--- config.mk ---
export PLATFORM = sky130hd
export DESIGN_NAME = axc_unit
export DESIGN_NICKNAME = d
export VERILOG_FILES = /design/src/axc_pkg.sv /design/src/axc_unit.sv /design/src/axc_stack.sv /design/src/axc_irq.sv
export SDC_FILE = /design/constraint.sdc
export NUM_CORES = 1
export LEC_CHECK = 0
export BUFFER_PORTS_ARGS = -buffer_cell sky130_fd_sc_hd__buf_2
export CELL_PAD_IN_SITES_DETAIL_PLACEMENT = 1
export CELL_PAD_IN_SITES_GLOBAL_PLACEMENT = 1
export CORE_ASPECT_RATIO = 1.1
export CORE_UTILIZATION = 44
export CTS_CLUSTER_DIAMETER = 120
export CTS_CLUSTER_SIZE = 40
export DETAILED_ROUTE_END_ITERATION = 7
export GPL_TIMING_DRIVEN = 0
export PLACE_DENSITY_LB_ADDON = 0.05
export SLEW_MARGIN = 20
export SYNTH_ARGS = -nofsm -noshare
export SYNTH_HDL_FRONTEND = slang
export SYNTH_HIERARCHICAL = 1
export SYNTH_SLANG_ARGS = --single-unit
export TNS_END_PERCENT = 5
--- constraint.sdc ---
create_clock -name clk_in -period 3.6 [get_ports clk_in]
set_clock_uncertainty 0.2 [all_clocks]
set_input_delay 0.36 -clock clk_in [delete_from_list [all_inputs] [get_ports clk_in]]
set_output_delay 0.36 -clock clk_in [all_outputs]
set_load 0.02 [all_outputs]
--- src/axc_pkg.sv ---
`default_nettype none
package axc_pkg;
   // Datapath widths and sizes
   localparam int ACC_W       = 32;
   localparam int WORD_W      = 16;
   localparam int ADDR_W      = 16;
   localparam int CNT_W       = 6;
   localparam int STACK_DEPTH = 8;
   localparam int DEPTH_W     = 4;
   localparam int REG_AW      = 8;
   localparam int EVT_W       = 3;

   // Register offsets
   localparam logic [REG_AW-1:0] REG_ACC        = 8'h00;
   localparam logic [REG_AW-1:0] REG_FLAGS      = 8'h04;
   localparam logic [REG_AW-1:0] REG_IRQ_STATUS = 8'h08;
   localparam logic [REG_AW-1:0] REG_IRQ_CLEAR  = 8'h0c;
   localparam logic [REG_AW-1:0] REG_IRQ_ENABLE = 8'h10;
   localparam logic [REG_AW-1:0] REG_CTRL       = 8'h14;
   localparam logic [REG_AW-1:0] REG_STACK      = 8'h18;

   // Field positions and reset values
   localparam int CTRL_EN_BIT          = 0;
   localparam logic CTRL_EN_RESET      = 1'b1;
   localparam logic [EVT_W-1:0] IRQ_EN_RESET = 3'h0;
   localparam int EVT_XOR              = 0;
   localparam int EVT_CMP              = 1;
   localparam int EVT_UNDERFLOW        = 2;
   localparam logic [CNT_W-1:0] FMT_MIN = 6'h01;
   localparam logic [CNT_W-1:0] FMT_MAX = 6'h20;
   localparam logic [ACC_W-1:0] ACC_RESET = 32'h0000_0000;

   typedef enum logic [2:0] {
      no_op            = 3'h0,
      xor_double_op    = 3'h1,
      xor_formatted_op = 3'h2,
      xor_stack_op     = 3'h3,
      compare_word_op  = 3'h4
   } axc_op_t;

   typedef enum logic [2:0] {
      st_idle  = 3'b000,
      st_rd_lo = 3'b001,
      st_rd_hi = 3'b011,
      st_bits  = 3'b010,
      st_exec  = 3'b110
   } axc_state_t;

   typedef struct packed {
      axc_op_t           op;
      logic              imm_sel;
      logic [ADDR_W-1:0] addr;
      logic [ACC_W-1:0]  imm;
      logic [CNT_W-1:0]  count;
   } axc_instr_t;

   typedef struct packed {
      logic negative_result_flag;
      logic zero_result_flag;
      logic greater_than_flag;
      logic equal_flag;
      logic less_than_flag;
   } axc_flags_t;

   localparam axc_flags_t FLAGS_RESET = 5'h00;

   function automatic logic [CNT_W-1:0] axc_clamp_count(input logic [CNT_W-1:0] c);
      logic [CNT_W-1:0] r;
      r = c;
      if (c < FMT_MIN) begin
         r = FMT_MIN;
      end else if (c > FMT_MAX) begin
         r = FMT_MAX;
      end
      return r;
   endfunction

   function automatic logic axc_is_xor(input axc_op_t op);
      return (op == xor_double_op) || (op == xor_formatted_op) || (op == xor_stack_op);
   endfunction
endpackage
`default_nettype wire

--- src/axc_unit.sv ---
`default_nettype none
module axc_unit
   import axc_pkg::*;
(
   // Clock and reset
   input  wire logic               clk_in,
   input  wire logic               reset_in,
   // Instruction from the sequencer
   input  wire logic               instr_valid_in,
   input  wire axc_instr_t         instr_in,
   output logic                    instr_ready_out,
   output logic                    done_out,
   // Accumulator load from the sequencer
   input  wire logic               acc_load_in,
   input  wire logic [ACC_W-1:0]   acc_load_data_in,
   // Word memory read port
   output logic                    wmem_rd_out,
   output logic      [ADDR_W-1:0]  wmem_addr_out,
   input  wire logic [WORD_W-1:0]  wmem_data_in,
   // Discrete bit memory read port
   output logic                    bmem_rd_out,
   output logic      [ADDR_W-1:0]  bmem_addr_out,
   input  wire logic               bmem_data_in,
   // Datapath state
   output logic      [ACC_W-1:0]   accum_out,
   output axc_flags_t              flags_out,
   output logic      [DEPTH_W-1:0] stack_depth_out,
   // Register port
   input  wire logic [REG_AW-1:0]  reg_addr_in,
   input  wire logic [ACC_W-1:0]   reg_wdata_in,
   input  wire logic               reg_wr_in,
   input  wire logic               reg_rd_in,
   output logic      [ACC_W-1:0]   reg_rdata_out,
   // Interrupt
   output logic                    irq_out
);
   axc_state_t        state;
   axc_state_t        next_state;
   axc_op_t           op_q;
   axc_op_t           next_op;
   logic              imm_q;
   logic              next_imm;
   logic [ADDR_W-1:0] addr_q;
   logic [ADDR_W-1:0] next_addr;
   logic [CNT_W-1:0]  cnt_q;
   logic [CNT_W-1:0]  next_cnt;
   logic [CNT_W-1:0]  issue_q;
   logic [CNT_W-1:0]  next_issue;
   logic [CNT_W-1:0]  got_q;
   logic [CNT_W-1:0]  next_got;
   logic              bpend_q;
   logic [ACC_W-1:0]  opnd;
   logic [ACC_W-1:0]  next_opnd;
   logic [ACC_W-1:0]  exec_opnd;
   logic [ACC_W-1:0]  acc;
   logic [ACC_W-1:0]  next_acc;
   axc_flags_t        flags;
   axc_flags_t        next_flags;
   logic              done_q;
   logic              next_done;
   logic              enable;
   logic              next_enable;
   logic [ACC_W-1:0]  rdata;
   logic [ACC_W-1:0]  next_rdata;
   logic              stack_push;
   logic              stack_pop;
   logic [ACC_W-1:0]  stack_top;
   logic [DEPTH_W-1:0] stack_depth;
   logic              stack_underflow;
   logic [EVT_W-1:0]  events;
   logic [EVT_W-1:0]  irq_status;
   logic [EVT_W-1:0]  irq_enable;
   logic [ACC_W-1:0]  xor_result;
   logic [WORD_W-1:0] cmp_acc;
   logic [WORD_W-1:0] cmp_mem;

   assign instr_ready_out = (state == st_idle) && enable;

   // Operand as seen in the execute cycle
   always_comb begin
      exec_opnd = opnd;
      unique case (op_q)
         xor_double_op: begin
            exec_opnd = imm_q ? opnd : {wmem_data_in, opnd[WORD_W-1:0]};
         end
         xor_stack_op: begin
            exec_opnd = stack_top;
         end
         compare_word_op: begin
            exec_opnd = {16'h0000, wmem_data_in};
         end
         default: begin
            exec_opnd = opnd;
         end
      endcase
   end

   assign xor_result = acc ^ exec_opnd;
   assign cmp_acc    = acc[WORD_W-1:0];
   assign cmp_mem    = exec_opnd[WORD_W-1:0];

   // Sequencer and datapath
   always_comb begin
      next_state    = state;
      next_op       = op_q;
      next_imm      = imm_q;
      next_addr     = addr_q;
      next_cnt      = cnt_q;
      next_issue    = issue_q;
      next_got      = got_q;
      next_opnd     = opnd;
      next_acc      = acc;
      next_flags    = flags;
      next_done     = 1'b0;
      stack_push    = 1'b0;
      stack_pop     = 1'b0;
      wmem_rd_out   = 1'b0;
      wmem_addr_out = addr_q;
      bmem_rd_out   = 1'b0;
      bmem_addr_out = addr_q + ADDR_W'(issue_q);
      unique case (state)
         st_idle: begin
            if (instr_valid_in && enable) begin
               next_op    = instr_in.op;
               next_imm   = instr_in.imm_sel;
               next_addr  = instr_in.addr;
               next_cnt   = axc_clamp_count(instr_in.count);
               next_issue = 6'h00;
               next_got   = 6'h00;
               next_opnd  = instr_in.imm;
               unique case (instr_in.op)
                  xor_double_op: begin
                     next_state = instr_in.imm_sel ? st_exec : st_rd_lo;
                  end
                  xor_formatted_op: begin
                     next_opnd  = ACC_RESET;
                     next_state = st_bits;
                  end
                  xor_stack_op: begin
                     next_state = st_exec;
                  end
                  compare_word_op: begin
                     next_state = st_rd_lo;
                  end
                  default: begin
                     next_state = st_idle;
                  end
               endcase
            end else if (acc_load_in) begin
               next_acc   = acc_load_data_in;
               stack_push = 1'b1;
            end
         end
         st_rd_lo: begin
            wmem_rd_out   = 1'b1;
            wmem_addr_out = addr_q;
            next_state    = (op_q == compare_word_op) ? st_exec : st_rd_hi;
         end
         st_rd_hi: begin
            wmem_rd_out             = 1'b1;
            wmem_addr_out           = addr_q + 16'h0001;
            next_opnd[WORD_W-1:0]   = wmem_data_in;
            next_state              = st_exec;
         end
         st_bits: begin
            if (issue_q < cnt_q) begin
               bmem_rd_out = 1'b1;
               next_issue  = issue_q + 6'h01;
            end
            if (bpend_q) begin
               next_opnd[got_q[4:0]] = bmem_data_in;
               next_got              = got_q + 6'h01;
               if (got_q + 6'h01 == cnt_q) begin
                  next_state = st_exec;
               end
            end
         end
         st_exec: begin
            next_opnd  = exec_opnd;
            next_done  = 1'b1;
            next_state = st_idle;
            if (op_q == compare_word_op) begin
               // Raw unsigned compare, no conversion of encoding
               next_flags.less_than_flag    = cmp_acc < cmp_mem;
               next_flags.equal_flag        = cmp_acc == cmp_mem;
               next_flags.greater_than_flag = cmp_acc > cmp_mem;
            end else begin
               next_acc                        = xor_result;
               next_flags.zero_result_flag     = xor_result == ACC_RESET;
               next_flags.negative_result_flag = xor_result[ACC_W-1];
               stack_pop                       = (op_q == xor_stack_op);
            end
         end
         default: begin
            next_state = st_idle;
         end
      endcase
   end

   always_ff @(posedge clk_in) begin
      if (reset_in) begin
         state   <= st_idle;
         op_q    <= no_op;
         imm_q   <= 1'b0;
         addr_q  <= 16'h0000;
         cnt_q   <= FMT_MIN;
         issue_q <= 6'h00;
         got_q   <= 6'h00;
         bpend_q <= 1'b0;
         opnd    <= ACC_RESET;
         acc     <= ACC_RESET;
         flags   <= FLAGS_RESET;
         done_q  <= 1'b0;
      end else begin
         state   <= next_state;
         op_q    <= next_op;
         imm_q   <= next_imm;
         addr_q  <= next_addr;
         cnt_q   <= next_cnt;
         issue_q <= next_issue;
         got_q   <= next_got;
         bpend_q <= bmem_rd_out;
         opnd    <= next_opnd;
         acc     <= next_acc;
         flags   <= next_flags;
         done_q  <= next_done;
      end
   end

   assign done_out        = done_q;
   assign accum_out       = acc;
   assign flags_out       = flags;
   assign stack_depth_out = stack_depth;

   axc_stack u_stack (
      .clk_in        (clk_in),
      .reset_in      (reset_in),
      .push_in       (stack_push),
      .push_data_in  (acc),
      .pop_in        (stack_pop),
      .top_out       (stack_top),
      .depth_out     (stack_depth),
      .underflow_out (stack_underflow)
   );

   assign events[EVT_XOR]       = (state == st_exec) && axc_is_xor(op_q);
   assign events[EVT_CMP]       = (state == st_exec) && (op_q == compare_word_op);
   assign events[EVT_UNDERFLOW] = stack_underflow;

   axc_irq u_irq (
      .clk_in       (clk_in),
      .reset_in     (reset_in),
      .event_in     (events),
      .clear_wr_in  (reg_wr_in && (reg_addr_in == REG_IRQ_CLEAR)),
      .enable_wr_in (reg_wr_in && (reg_addr_in == REG_IRQ_ENABLE)),
      .wdata_in     (reg_wdata_in[EVT_W-1:0]),
      .status_out   (irq_status),
      .enable_out   (irq_enable),
      .irq_out      (irq_out)
   );

   // Register port
   always_comb begin
      next_enable = enable;
      next_rdata  = '0;
      if (reg_wr_in && (reg_addr_in == REG_CTRL)) begin
         next_enable = reg_wdata_in[CTRL_EN_BIT];
      end
      if (reg_rd_in) begin
         unique case (reg_addr_in)
            REG_ACC:        next_rdata = acc;
            REG_FLAGS:      next_rdata = {27'h0000000, flags};
            REG_IRQ_STATUS: next_rdata = {29'h00000000, irq_status};
            REG_IRQ_ENABLE: next_rdata = {29'h00000000, irq_enable};
            REG_CTRL:       next_rdata = {31'h00000000, enable};
            REG_STACK:      next_rdata = {28'h0000000, stack_depth};
            default:        next_rdata = '0;
         endcase
      end
   end

   always_ff @(posedge clk_in) begin
      if (reset_in) begin
         enable <= CTRL_EN_RESET;
         rdata  <= '0;
      end else begin
         enable <= next_enable;
         rdata  <= next_rdata;
      end
   end

   assign reg_rdata_out = rdata;
endmodule
`default_nettype wire

--- src/axc_stack.sv ---
`default_nettype none
module axc_stack
   import axc_pkg::*;
(
   // Clock and reset
   input  wire logic               clk_in,
   input  wire logic               reset_in,
   // Push and pop
   input  wire logic               push_in,
   input  wire logic [ACC_W-1:0]   push_data_in,
   input  wire logic               pop_in,
   // State
   output logic      [ACC_W-1:0]   top_out,
   output logic      [DEPTH_W-1:0] depth_out,
   output logic                    underflow_out
);
   logic [ACC_W-1:0]   level      [STACK_DEPTH];
   logic [ACC_W-1:0]   next_level [STACK_DEPTH];
   logic [DEPTH_W-1:0] depth;
   logic [DEPTH_W-1:0] next_depth;

   always_comb begin
      next_level = level;
      next_depth = depth;
      if (push_in) begin
         for (int i = STACK_DEPTH - 1; i > 0; i--) begin
            next_level[i] = level[i-1];
         end
         next_level[0] = push_data_in;
         if (depth != DEPTH_W'(STACK_DEPTH)) begin
            next_depth = depth + 4'h1;
         end
      end else if (pop_in) begin
         // Entries move one level toward the top
         for (int i = 0; i < STACK_DEPTH - 1; i++) begin
            next_level[i] = level[i+1];
         end
         next_level[STACK_DEPTH-1] = ACC_RESET;
         if (depth != 4'h0) begin
            next_depth = depth - 4'h1;
         end
      end
   end

   always_ff @(posedge clk_in) begin
      if (reset_in) begin
         for (int i = 0; i < STACK_DEPTH; i++) begin
            level[i] <= ACC_RESET;
         end
         depth <= 4'h0;
      end else begin
         level <= next_level;
         depth <= next_depth;
      end
   end

   assign top_out       = level[0];
   assign depth_out     = depth;
   assign underflow_out = pop_in && !push_in && (depth == 4'h0);
endmodule
`default_nettype wire

--- src/axc_irq.sv ---
`default_nettype none
module axc_irq
   import axc_pkg::*;
(
   // Clock and reset
   input  wire logic             clk_in,
   input  wire logic             reset_in,
   // Events and software access
   input  wire logic [EVT_W-1:0] event_in,
   input  wire logic             clear_wr_in,
   input  wire logic             enable_wr_in,
   input  wire logic [EVT_W-1:0] wdata_in,
   // State
   output logic      [EVT_W-1:0] status_out,
   output logic      [EVT_W-1:0] enable_out,
   output logic                  irq_out
);
   logic [EVT_W-1:0] status;
   logic [EVT_W-1:0] enable;
   logic [EVT_W-1:0] next_status;
   logic [EVT_W-1:0] next_enable;

   always_comb begin
      next_status = status;
      next_enable = enable;
      // A new event wins over a clear in the same cycle
      if (clear_wr_in) begin
         next_status = status & ~wdata_in;
      end
      next_status = next_status | event_in;
      if (enable_wr_in) begin
         next_enable = wdata_in;
      end
   end

   always_ff @(posedge clk_in) begin
      if (reset_in) begin
         status <= '0;
         enable <= IRQ_EN_RESET;
      end else begin
         status <= next_status;
         enable <= next_enable;
      end
   end

   assign status_out = status;
   assign enable_out = enable;
   assign irq_out    = |(status & enable);
endmodule
`default_nettype wire

==> results of run 1 <==
## cells by family after synthesis
logic type,Yosys count
simple gates,981
mux,265
xor+xnor,48
flops,411
buf+inv,267
fa+ha+maj,38
compound gates,607
## critical path, stage by stage (launching register included)
cell	delay, ps
dfxtp_1	430
clkbuf_1	370
and3b_1	220
buf_2	300
clkbuf_1	450
and2_1	220
buf_6	150
buf_6	190
buf_2	340
and3_1	290
inv_1	60
a311oi_1	250
## cell usage after synthesis (12+ instances only)
cell	number
a22oi_1	29
buf_4	46
o211ai_1	25
nor3b_1	34
buf_8	20
nand2_1	181
a211oi_1	17
inv_1	28
xor2_1	21
o221a_2	19
xnor2_1	27
a21o_1	18
o21ai_0	43
ha_1	36
nand4_1	24
and2_1	37
mux2i_1	254
nand3_1	12
o221ai_1	15
nor2_1	589
a21oi_1	357
buf_2	59
clkbuf_1	105
dfxtp_1	411
nor3_1	15
a22o_1	17
## stage by stage
| stage | hold WS, ps | worst slack, ps | instances | total power [mW] | instance area [µm²] |
|---|---|---|---|---|---|
| finish | 21.1 | 48.6 | 3583 | 8.90 | 24600 |
| global placement | 292 | -362 | 3494 | 6.47 | 23400 |
| CTS | 2.50 | 4.14 | 3580 | 8.93 | 24500 |
| detailed placement | 305 | -437 | 3494 | 6.52 | 23400 |
| global route | 18.2 | -85.1 | 3582 | 9.24 | 24600 |
| floorplan | 232 | 532 | 2617 | 5.85 | 21400 |
## sequential cells by signal, summed over array words and instances, names as in the netlist, 6 cells and up
register	cells
u_stack/level	224
accum_out	32
opnd	32
reg_rdata_out	32
u_stack/top_out	32
addr_q	16
cnt_q	6
got_q	6
issue_q	6
## worst max path at each step
stage | start | to | slack (ps) | cells after the start
floorplan | op_q[0]$_SDFFE_PP0P_ | flags_out[2]$_SDFFE_PP0P_ | 530 | 12
global placement | op_q[2]$_SDFFE_PP0P_ | flags_out[3]$_SDFFE_PP0P_ | -360 | 13
detailed placement | op_q[2]$_SDFFE_PP0P_ | flags_out[3]$_SDFFE_PP0P_ | -440 | 13
CTS | op_q[2]$_SDFFE_PP0P_ | flags_out[3]$_SDFFE_PP0P_ | 4 | 13
global route | op_q[2]$_SDFFE_PP0P_ | flags_out[2]$_SDFFE_PP0P_ | -90 | 13
finish | state[2]$_SDFFE_PP0P_ | u_irq/status_out[2]$_SDFF_PP0_ | 50 | 11
## power by group through the flow
stage | clock network (mW) | logic, mW | registers, mW
6_report | 2.39 | 1.68 | 4.83
5_1_grt | 2.60 | 1.80 | 4.84
4_1_cts | 2.45 | 1.65 | 4.83
3_5_place_dp | 0 | 1.59 | 4.93
3_3_place_gp | 0 | 1.55 | 4.92
2_1_floorplan | 0 | 0.967 | 4.88
## routing by layer
metal / track usage (%) / wire length [µm] / vias to the layer above
met4: 13.2 / 3200 / 0
li1: - / - / 9658
met2: 59.4 / 41200 / 480
met5: 0 / 0 / -
met3: 2.38 / 3280 / 139
met1: 38.5 / 33100 / 9861
## area by class of cell
type                    instances  area [µm²]
fillers                      5998       23400
multi-input cells            1939       11700
flip-flops and latches        411        8230
repair buffers                297        1810
plain buffers                 237        1430
well taps                     645         807
clock buffers                  18         387
inverters                      29         109
clock inverters                 4        82.6
diodes                          3        7.51
## placed cells by master (no fill, tap or decap), types with 7 or more instances in the layout
cell	count
a21oi_1	355
o221ai_1	15
nor3b_1	34
nor2_1	588
ha_1	36
nor3_1	14
buf_4	48
dlygate4sd3_1	65
o211a_1	7
and3_1	10
nand3b_1	9
xnor2_1	27
mux2_2	10
mux2i_1	254
o221a_2	19
a22oi_1	29
o211ai_1	25
buf_2	288
a211oi_1	14
nand3_1	11
dfxtp_1	409
xor2_1	21
inv_1	28
a21o_1	18
and2_1	37
clkbuf_16	15
nand2b_1	11
nand4_1	24
nand2_1	181
nor2b_1	10
or2_2	11
clkbuf_1	103
buf_8	20
a221oi_1	11
o21ai_0	42
o31ai_1	9
or3_1	9
a22o_1	17
## timing repair
item,4_1_cts,5_1_grt
hold endpoints to repair,67,0
endpoints found under the setup margin,7,9
resized for setup,9,15
pin swaps,0,1
buffers inserted,0,0
hold buffers,65,0
==> impl_metrics.toml, run 1 <==
[run_status]
status = "finished, final reports clean"

[synth]
synth_top_family_by_area = "simple AND/OR/NAND/NOR gates"
yosysUniqueCellTypes = 71
synth-async-reset-ratio_pct = 0
synth_edf_count = 0
syn_inst = 2617
syn_avg_cell_area_um2 = 8.18
synth_compound_area_share_pct = 17.6
yosysWarnings = 6
synth_top_area_share_pct = 38.4
synthTopCellsByArea = "dfxtp_1 (38%), mux2i_1 (12%), nor2_1 (10%)"
synth_ff_type = "dfxtp_1"
synth.net_count = 2808
synth-adder-area-share_pct = 2.29
synth_xor_xnor_area_share_pct = 1.96
synth_area_um2 = 21400
synth_top_area_cell = "dfxtp_1"
ys_seq_area_share_pct = 38.4
synth_simple_gate_area_share_pct = 20.1
ys_seq_elements = 411
synthMuxAreaShare_pct = 12.5

[routing]
dr.first_iter.drc_count = 1076
vias = 20100
post_drt_wl_per_cell_um = 22.5
drc_errors = 0
routed_wl_um = 80800
ant_nets = 0
avgViaCountPerCell = 5.62
first_pass_iters = 6

[grt]
antenna_found_initial = 3
grt_pass1_vias = 20700
grt_pass1_wl_um = 123000
grt.total_usage_pct = 32.3
grt_max_degree = 41
grt_overflow = 0

[clock_tree]
tritoncts = "yes"
numCtsBuffers = 15
htreeDepth = 1
cts_root_buffer = "clkbuf_16"
path_clk_slew_ps = 160
clockBufferDepth = 3
insertion_delay_ps = 560
cts_sinks = 411

[floorplanning]
fp.dieH_um = 233
fp-row-count = 84
die-area_um2 = 49500
die_w_um = 212
initial_core_util_pct = 44.7
fp.coreArea_um2 = 47900
boundaryPins = 263

[min_path]
hold_class = "input port to register"
hold_end = "opnd[16]$_SDFFE_PP0P_"
hold_depth = 3
min_from = "instr_in[22]"

[timing]
slew_violations = 0
rsz0062_at_grt = "true"
tightest_slew_ps = 974
tns_ps = 0
final-hold-violation-count = 0
final.min_clock_period_ps = 3550
fmax_mhz = 282
finalCritPeriodShare_pct = 98.6
setup_viol = 0
slew_headroom_pct = 35.1

[layout]
nets = 3121
finish.utilization_pct = 51.2
drive_gt1_share_pct = 15.4
syn2layout_area_growth_pct = 14.8

[power_and_ir_drop]
p_int_mw = 6.07
p_leak_nw = 9.62
p_seq_share_pct = 54.3
swShare_pct = 31.8
p_clk_share_pct = 26.9
vdd.ir_drop.worst_v = 0.000283
powerDensity_nw_per_um2 = 363
p_sw_mw = 2.83
power.share.combinational_pct = 18.8

[flow_run]
cap_violations = 0

[worst_setup_path]
cp-start-kind = "register"
crit_type = "register to register"
r2r-start = "state[2]$_SDFFE_PP0P_"
critPathArrivalTime_ps = 3840
r2r-end = "u_irq/status_out[2]$_SDFF_PP0_"
crit_fanout = 10
r2r_slack_ps = 50
required_ps = 3880
rr_worst_depth = 11
end_kind = "register"

[placed_design]
post-dp-hpwl_um = 64000
place.gp.congestion = 0.957
io_buffers = 232
No activity file was read; power rests on OpenSTA's default activity.
==> inputs of run 2 (changes only) <==
--- a/config.mk
+++ b/config.mk
@@ -5,19 +5,20 @@
 export SDC_FILE = /design/constraint.sdc
 export NUM_CORES = 1
 export LEC_CHECK = 0
+export ABC_CLOCK_PERIOD_IN_PS = 3600
 export BUFFER_PORTS_ARGS = -buffer_cell sky130_fd_sc_hd__buf_2
 export CELL_PAD_IN_SITES_DETAIL_PLACEMENT = 1
 export CELL_PAD_IN_SITES_GLOBAL_PLACEMENT = 1
 export CORE_ASPECT_RATIO = 1.1
-export CORE_UTILIZATION = 44
+export CORE_UTILIZATION = 43
 export CTS_CLUSTER_DIAMETER = 120
 export CTS_CLUSTER_SIZE = 40
 export DETAILED_ROUTE_END_ITERATION = 7
 export GPL_TIMING_DRIVEN = 0
 export PLACE_DENSITY_LB_ADDON = 0.05
+export SETUP_SLACK_MARGIN = 0.4
 export SLEW_MARGIN = 20
 export SYNTH_ARGS = -nofsm -noshare
 export SYNTH_HDL_FRONTEND = slang
-export SYNTH_HIERARCHICAL = 1
 export SYNTH_SLANG_ARGS = --single-unit
 export TNS_END_PERCENT = 5
==> run 2 against run 1 <==
Effect of this change:
- via count increased by 0.11%
- fmax grew 8.3%
- global-route usage is 2.4 points higher
- sequential power up 2%
- non-clock buffer count is 9 lower
- final cell count shrank 6.0%
- first-iteration DRC count is 33% higher
- setup slack better by 270 ps
- die area shrank 6.0%
- power increased by 3.8%
- flip-flop and latch count unchanged
- critical endpoint is now u_stack.level[191]$_SDFFE_PP0P_
==> impl_metrics.toml, run 2 <==
[synth]
syn_inst = 2458
synth_edf_count = 0
synth_area_um2 = 19600
synth_simple_gate_area_share_pct = 19.3
synth_ff_type = "dfxtp_1"
synth-adder-area-share_pct = 2.50
yosysWarnings = 0
synth_top_area_share_pct = 41.9
synth.net_count = 2649
synthTopCellsByCount = "nand2_1 (433), dfxtp_1 (411), a21oi_1 (329)"
synth_top_area_cell = "dfxtp_1"
ys_seq_elements = 411
yosysUniqueCellTypes = 68
synth-async-reset-ratio_pct = 0
syn_avg_cell_area_um2 = 7.99
ys_seq_area_share_pct = 41.9
synth_top_family_by_area = "compound AO/OA/AOI/OAI gates"
synthMuxAreaShare_pct = 1.70
synth_compound_area_share_pct = 26.6
synth.most_common_cell = "nand2_1"
synthTopCellsByArea = "dfxtp_1 (42%), a22oi_1 (9.7%), a21oi_1 (8.4%)"
synth_xor_xnor_area_share_pct = 2.72

[grt]
grt_max_degree = 41
grt_pass1_vias = 20500
antenna_found_initial = 2
grt.total_usage_pct = 34.7
grt_pass1_wl_um = 123000
grt_overflow = 0

[floorplanning]
die_w_um = 206
die-area_um2 = 46600
boundaryPins = 263
fp-row-count = 81
fp.dieH_um = 226
fp.coreArea_um2 = 44800
initial_core_util_pct = 43.9

[power_and_ir_drop]
p_sw_mw = 3.03
power.share.combinational_pct = 20.6
p_int_mw = 6.21
p_total_mw = 9.24
p_clk_share_pct = 26.0
vdd.ir_drop.worst_v = 0.000320
swShare_pct = 32.8
powerDensity_nw_per_um2 = 401
p_leak_nw = 8.50
p_seq_share_pct = 53.4

[timing]
rsz0062_at_grt = "true"
tightest_slew_ps = 1150
slew_violations = 0
fin_ws_ps = 321
slew_headroom_pct = 23.0
fmax_mhz = 305
setup_viol = 0
final-hold-violation-count = 0
finalCritPeriodShare_pct = 91.1
final.min_clock_period_ps = 3280
whs_ps = 21.6

[worst_setup_path]
crit_fanout = 10
crit_type = "register to register"
cp-start-kind = "register"
rr_worst_depth = 9
r2r-start = "op_q[2]$_SDFFE_PP0P_"
cp-startpoint = "op_q[2]$_SDFFE_PP0P_"
critPathArrivalTime_ps = 3530
required_ps = 3850
end_kind = "register"

[routing]
dr.first_iter.drc_count = 1431
vias = 20200
ant_nets = 0
avgViaCountPerCell = 5.99
drc_errors = 0
post_drt_wl_per_cell_um = 24.4
first_pass_iters = 5
routed_wl_um = 82300

[layout]
fillCellCount = 5560
final_cell_mix = "nand2_1 (432), dfxtp_1 (404), a21oi_1 (328)"
layout_commonest_cell = "nand2_1"
syn2layout_area_growth_pct = 17.4
drive_gt1_share_pct = 16.4
largest_register_ffs = 224
nets = 2973
multi_input_area_um2 = 10600
regMostFlops = "u_stack.level"
finalInstanceArea_um2 = 23100
final_cells = 3367
seq_area_um2 = 8240

[min_path]
min_from = "acc_load_data_in[9]"
hold_depth = 5
hold_class = "input port to register"

[clock_tree]
numCtsBuffers = 15
insertion_delay_ps = 560
cts_root_buffer = "clkbuf_16"
clockBufferDepth = 3
cts_sinks = 411
path_clk_slew_ps = 150
tritoncts = "yes"
htreeDepth = 1

[run_status]
status = "finished, final reports clean"

[placed_design]
io_buffers = 233
placed_area_um2 = 21500
dpl.cell_count = 3272
dp_slack_ps = -761
post-dp-hpwl_um = 64100
place.gp.congestion = 0.975

[flow_run]
cap_violations = 0
run 2: changes by cell type after synthesis, sizes merged, moves of 45 or more:
cell,previous run,this run
a22oi,29,253
buf,133,88
mux2i,254,30
nand2,181,433
nand3,12,85
nor2,590,193
run 2: worst max-delay path, stage by stage (launching register included):
cell,delay (ps)
dfxtp_2,370
buf_2,180
buf_4,150
nor2b_2,270
and3_1,310
buf_4,250
buf_2,350
clkdlybuf4s15_1,730
a22oi_1,140
a21oi_1,200
run 2: routing by layer:
metal | wire (µm) | global-route usage, %
met1 | 34600 | 43.1
met2 | 40600 | 60.8
met3 | 3400 | 2.64
met4 | 3680 | 15.8
met5 | 0 | 0
run 2: worst paths after layout:
| path | slack, ps | to |
|---|---|---|
| worst max register to register | 320 | u_stack.level[191]$_SDFFE_PP0P_ |
| worst min-delay path | 20 | accum_out[9]$_SDFFE_PP0P_ |
| worst min register to register | 280 | u_stack.level[12]$_SDFFE_PP0P_ |
| worst max-delay path | 320 | u_stack.level[191]$_SDFFE_PP0P_ |
run 2: cell type report:
class                           count  area share (%)
Buffer                            218            4.53
Multi-Input combinational cell   1804            46.0
Clock buffer                       16            1.64
Clock inverter                      4           0.374
Sequential cell                   411            35.8
Inverter                           25           0.418
Timing Repair Buffer              307            8.07
Antenna cell                        1          0.0109
Tap cell                          581            3.15
run 2: through the flow:
stage,utilization (%),TNS [ps]
6_report,51.5,0
5_1_grt,51.5,0
4_1_cts,51.1,0
3_5_place_dp,48.1,-2110
3_3_place_gp,48.1,-1930
2_1_floorplan,-,0
run 2: cell families (layout without fill, tap and decap cells):
logic type | Yosys count | in the layout
compound gates | 805 | 805
fa+ha+maj | 38 | 38
mux | 33 | 33
buf+inv | 243 | 570
other cells | 0 | 1
xor+xnor | 61 | 61
flops | 411 | 411
simple gates | 867 | 867
run 2: power by group through the flow:
stage	sequential [mW]	clock, mW	combinational, mW
after detailed placement	5.03	0	1.69
after CTS	4.93	2.44	1.84
after global routing	4.96	2.56	2.03
after global placement	5.02	0	1.64
final	4.94	2.40	1.90
after floorplan	4.96	0	1.06
run 2: what timing repair did:
action | in CTS | in global routing
hold buffers | 46 | 0
pin swaps | 26 | 13
cloned | 2 | 0
endpoints found under the hold margin | 51 | 0
gates resized for setup | 72 | 33
setup buffers | 23 | 3
setup endpoints to repair | 27 | 31
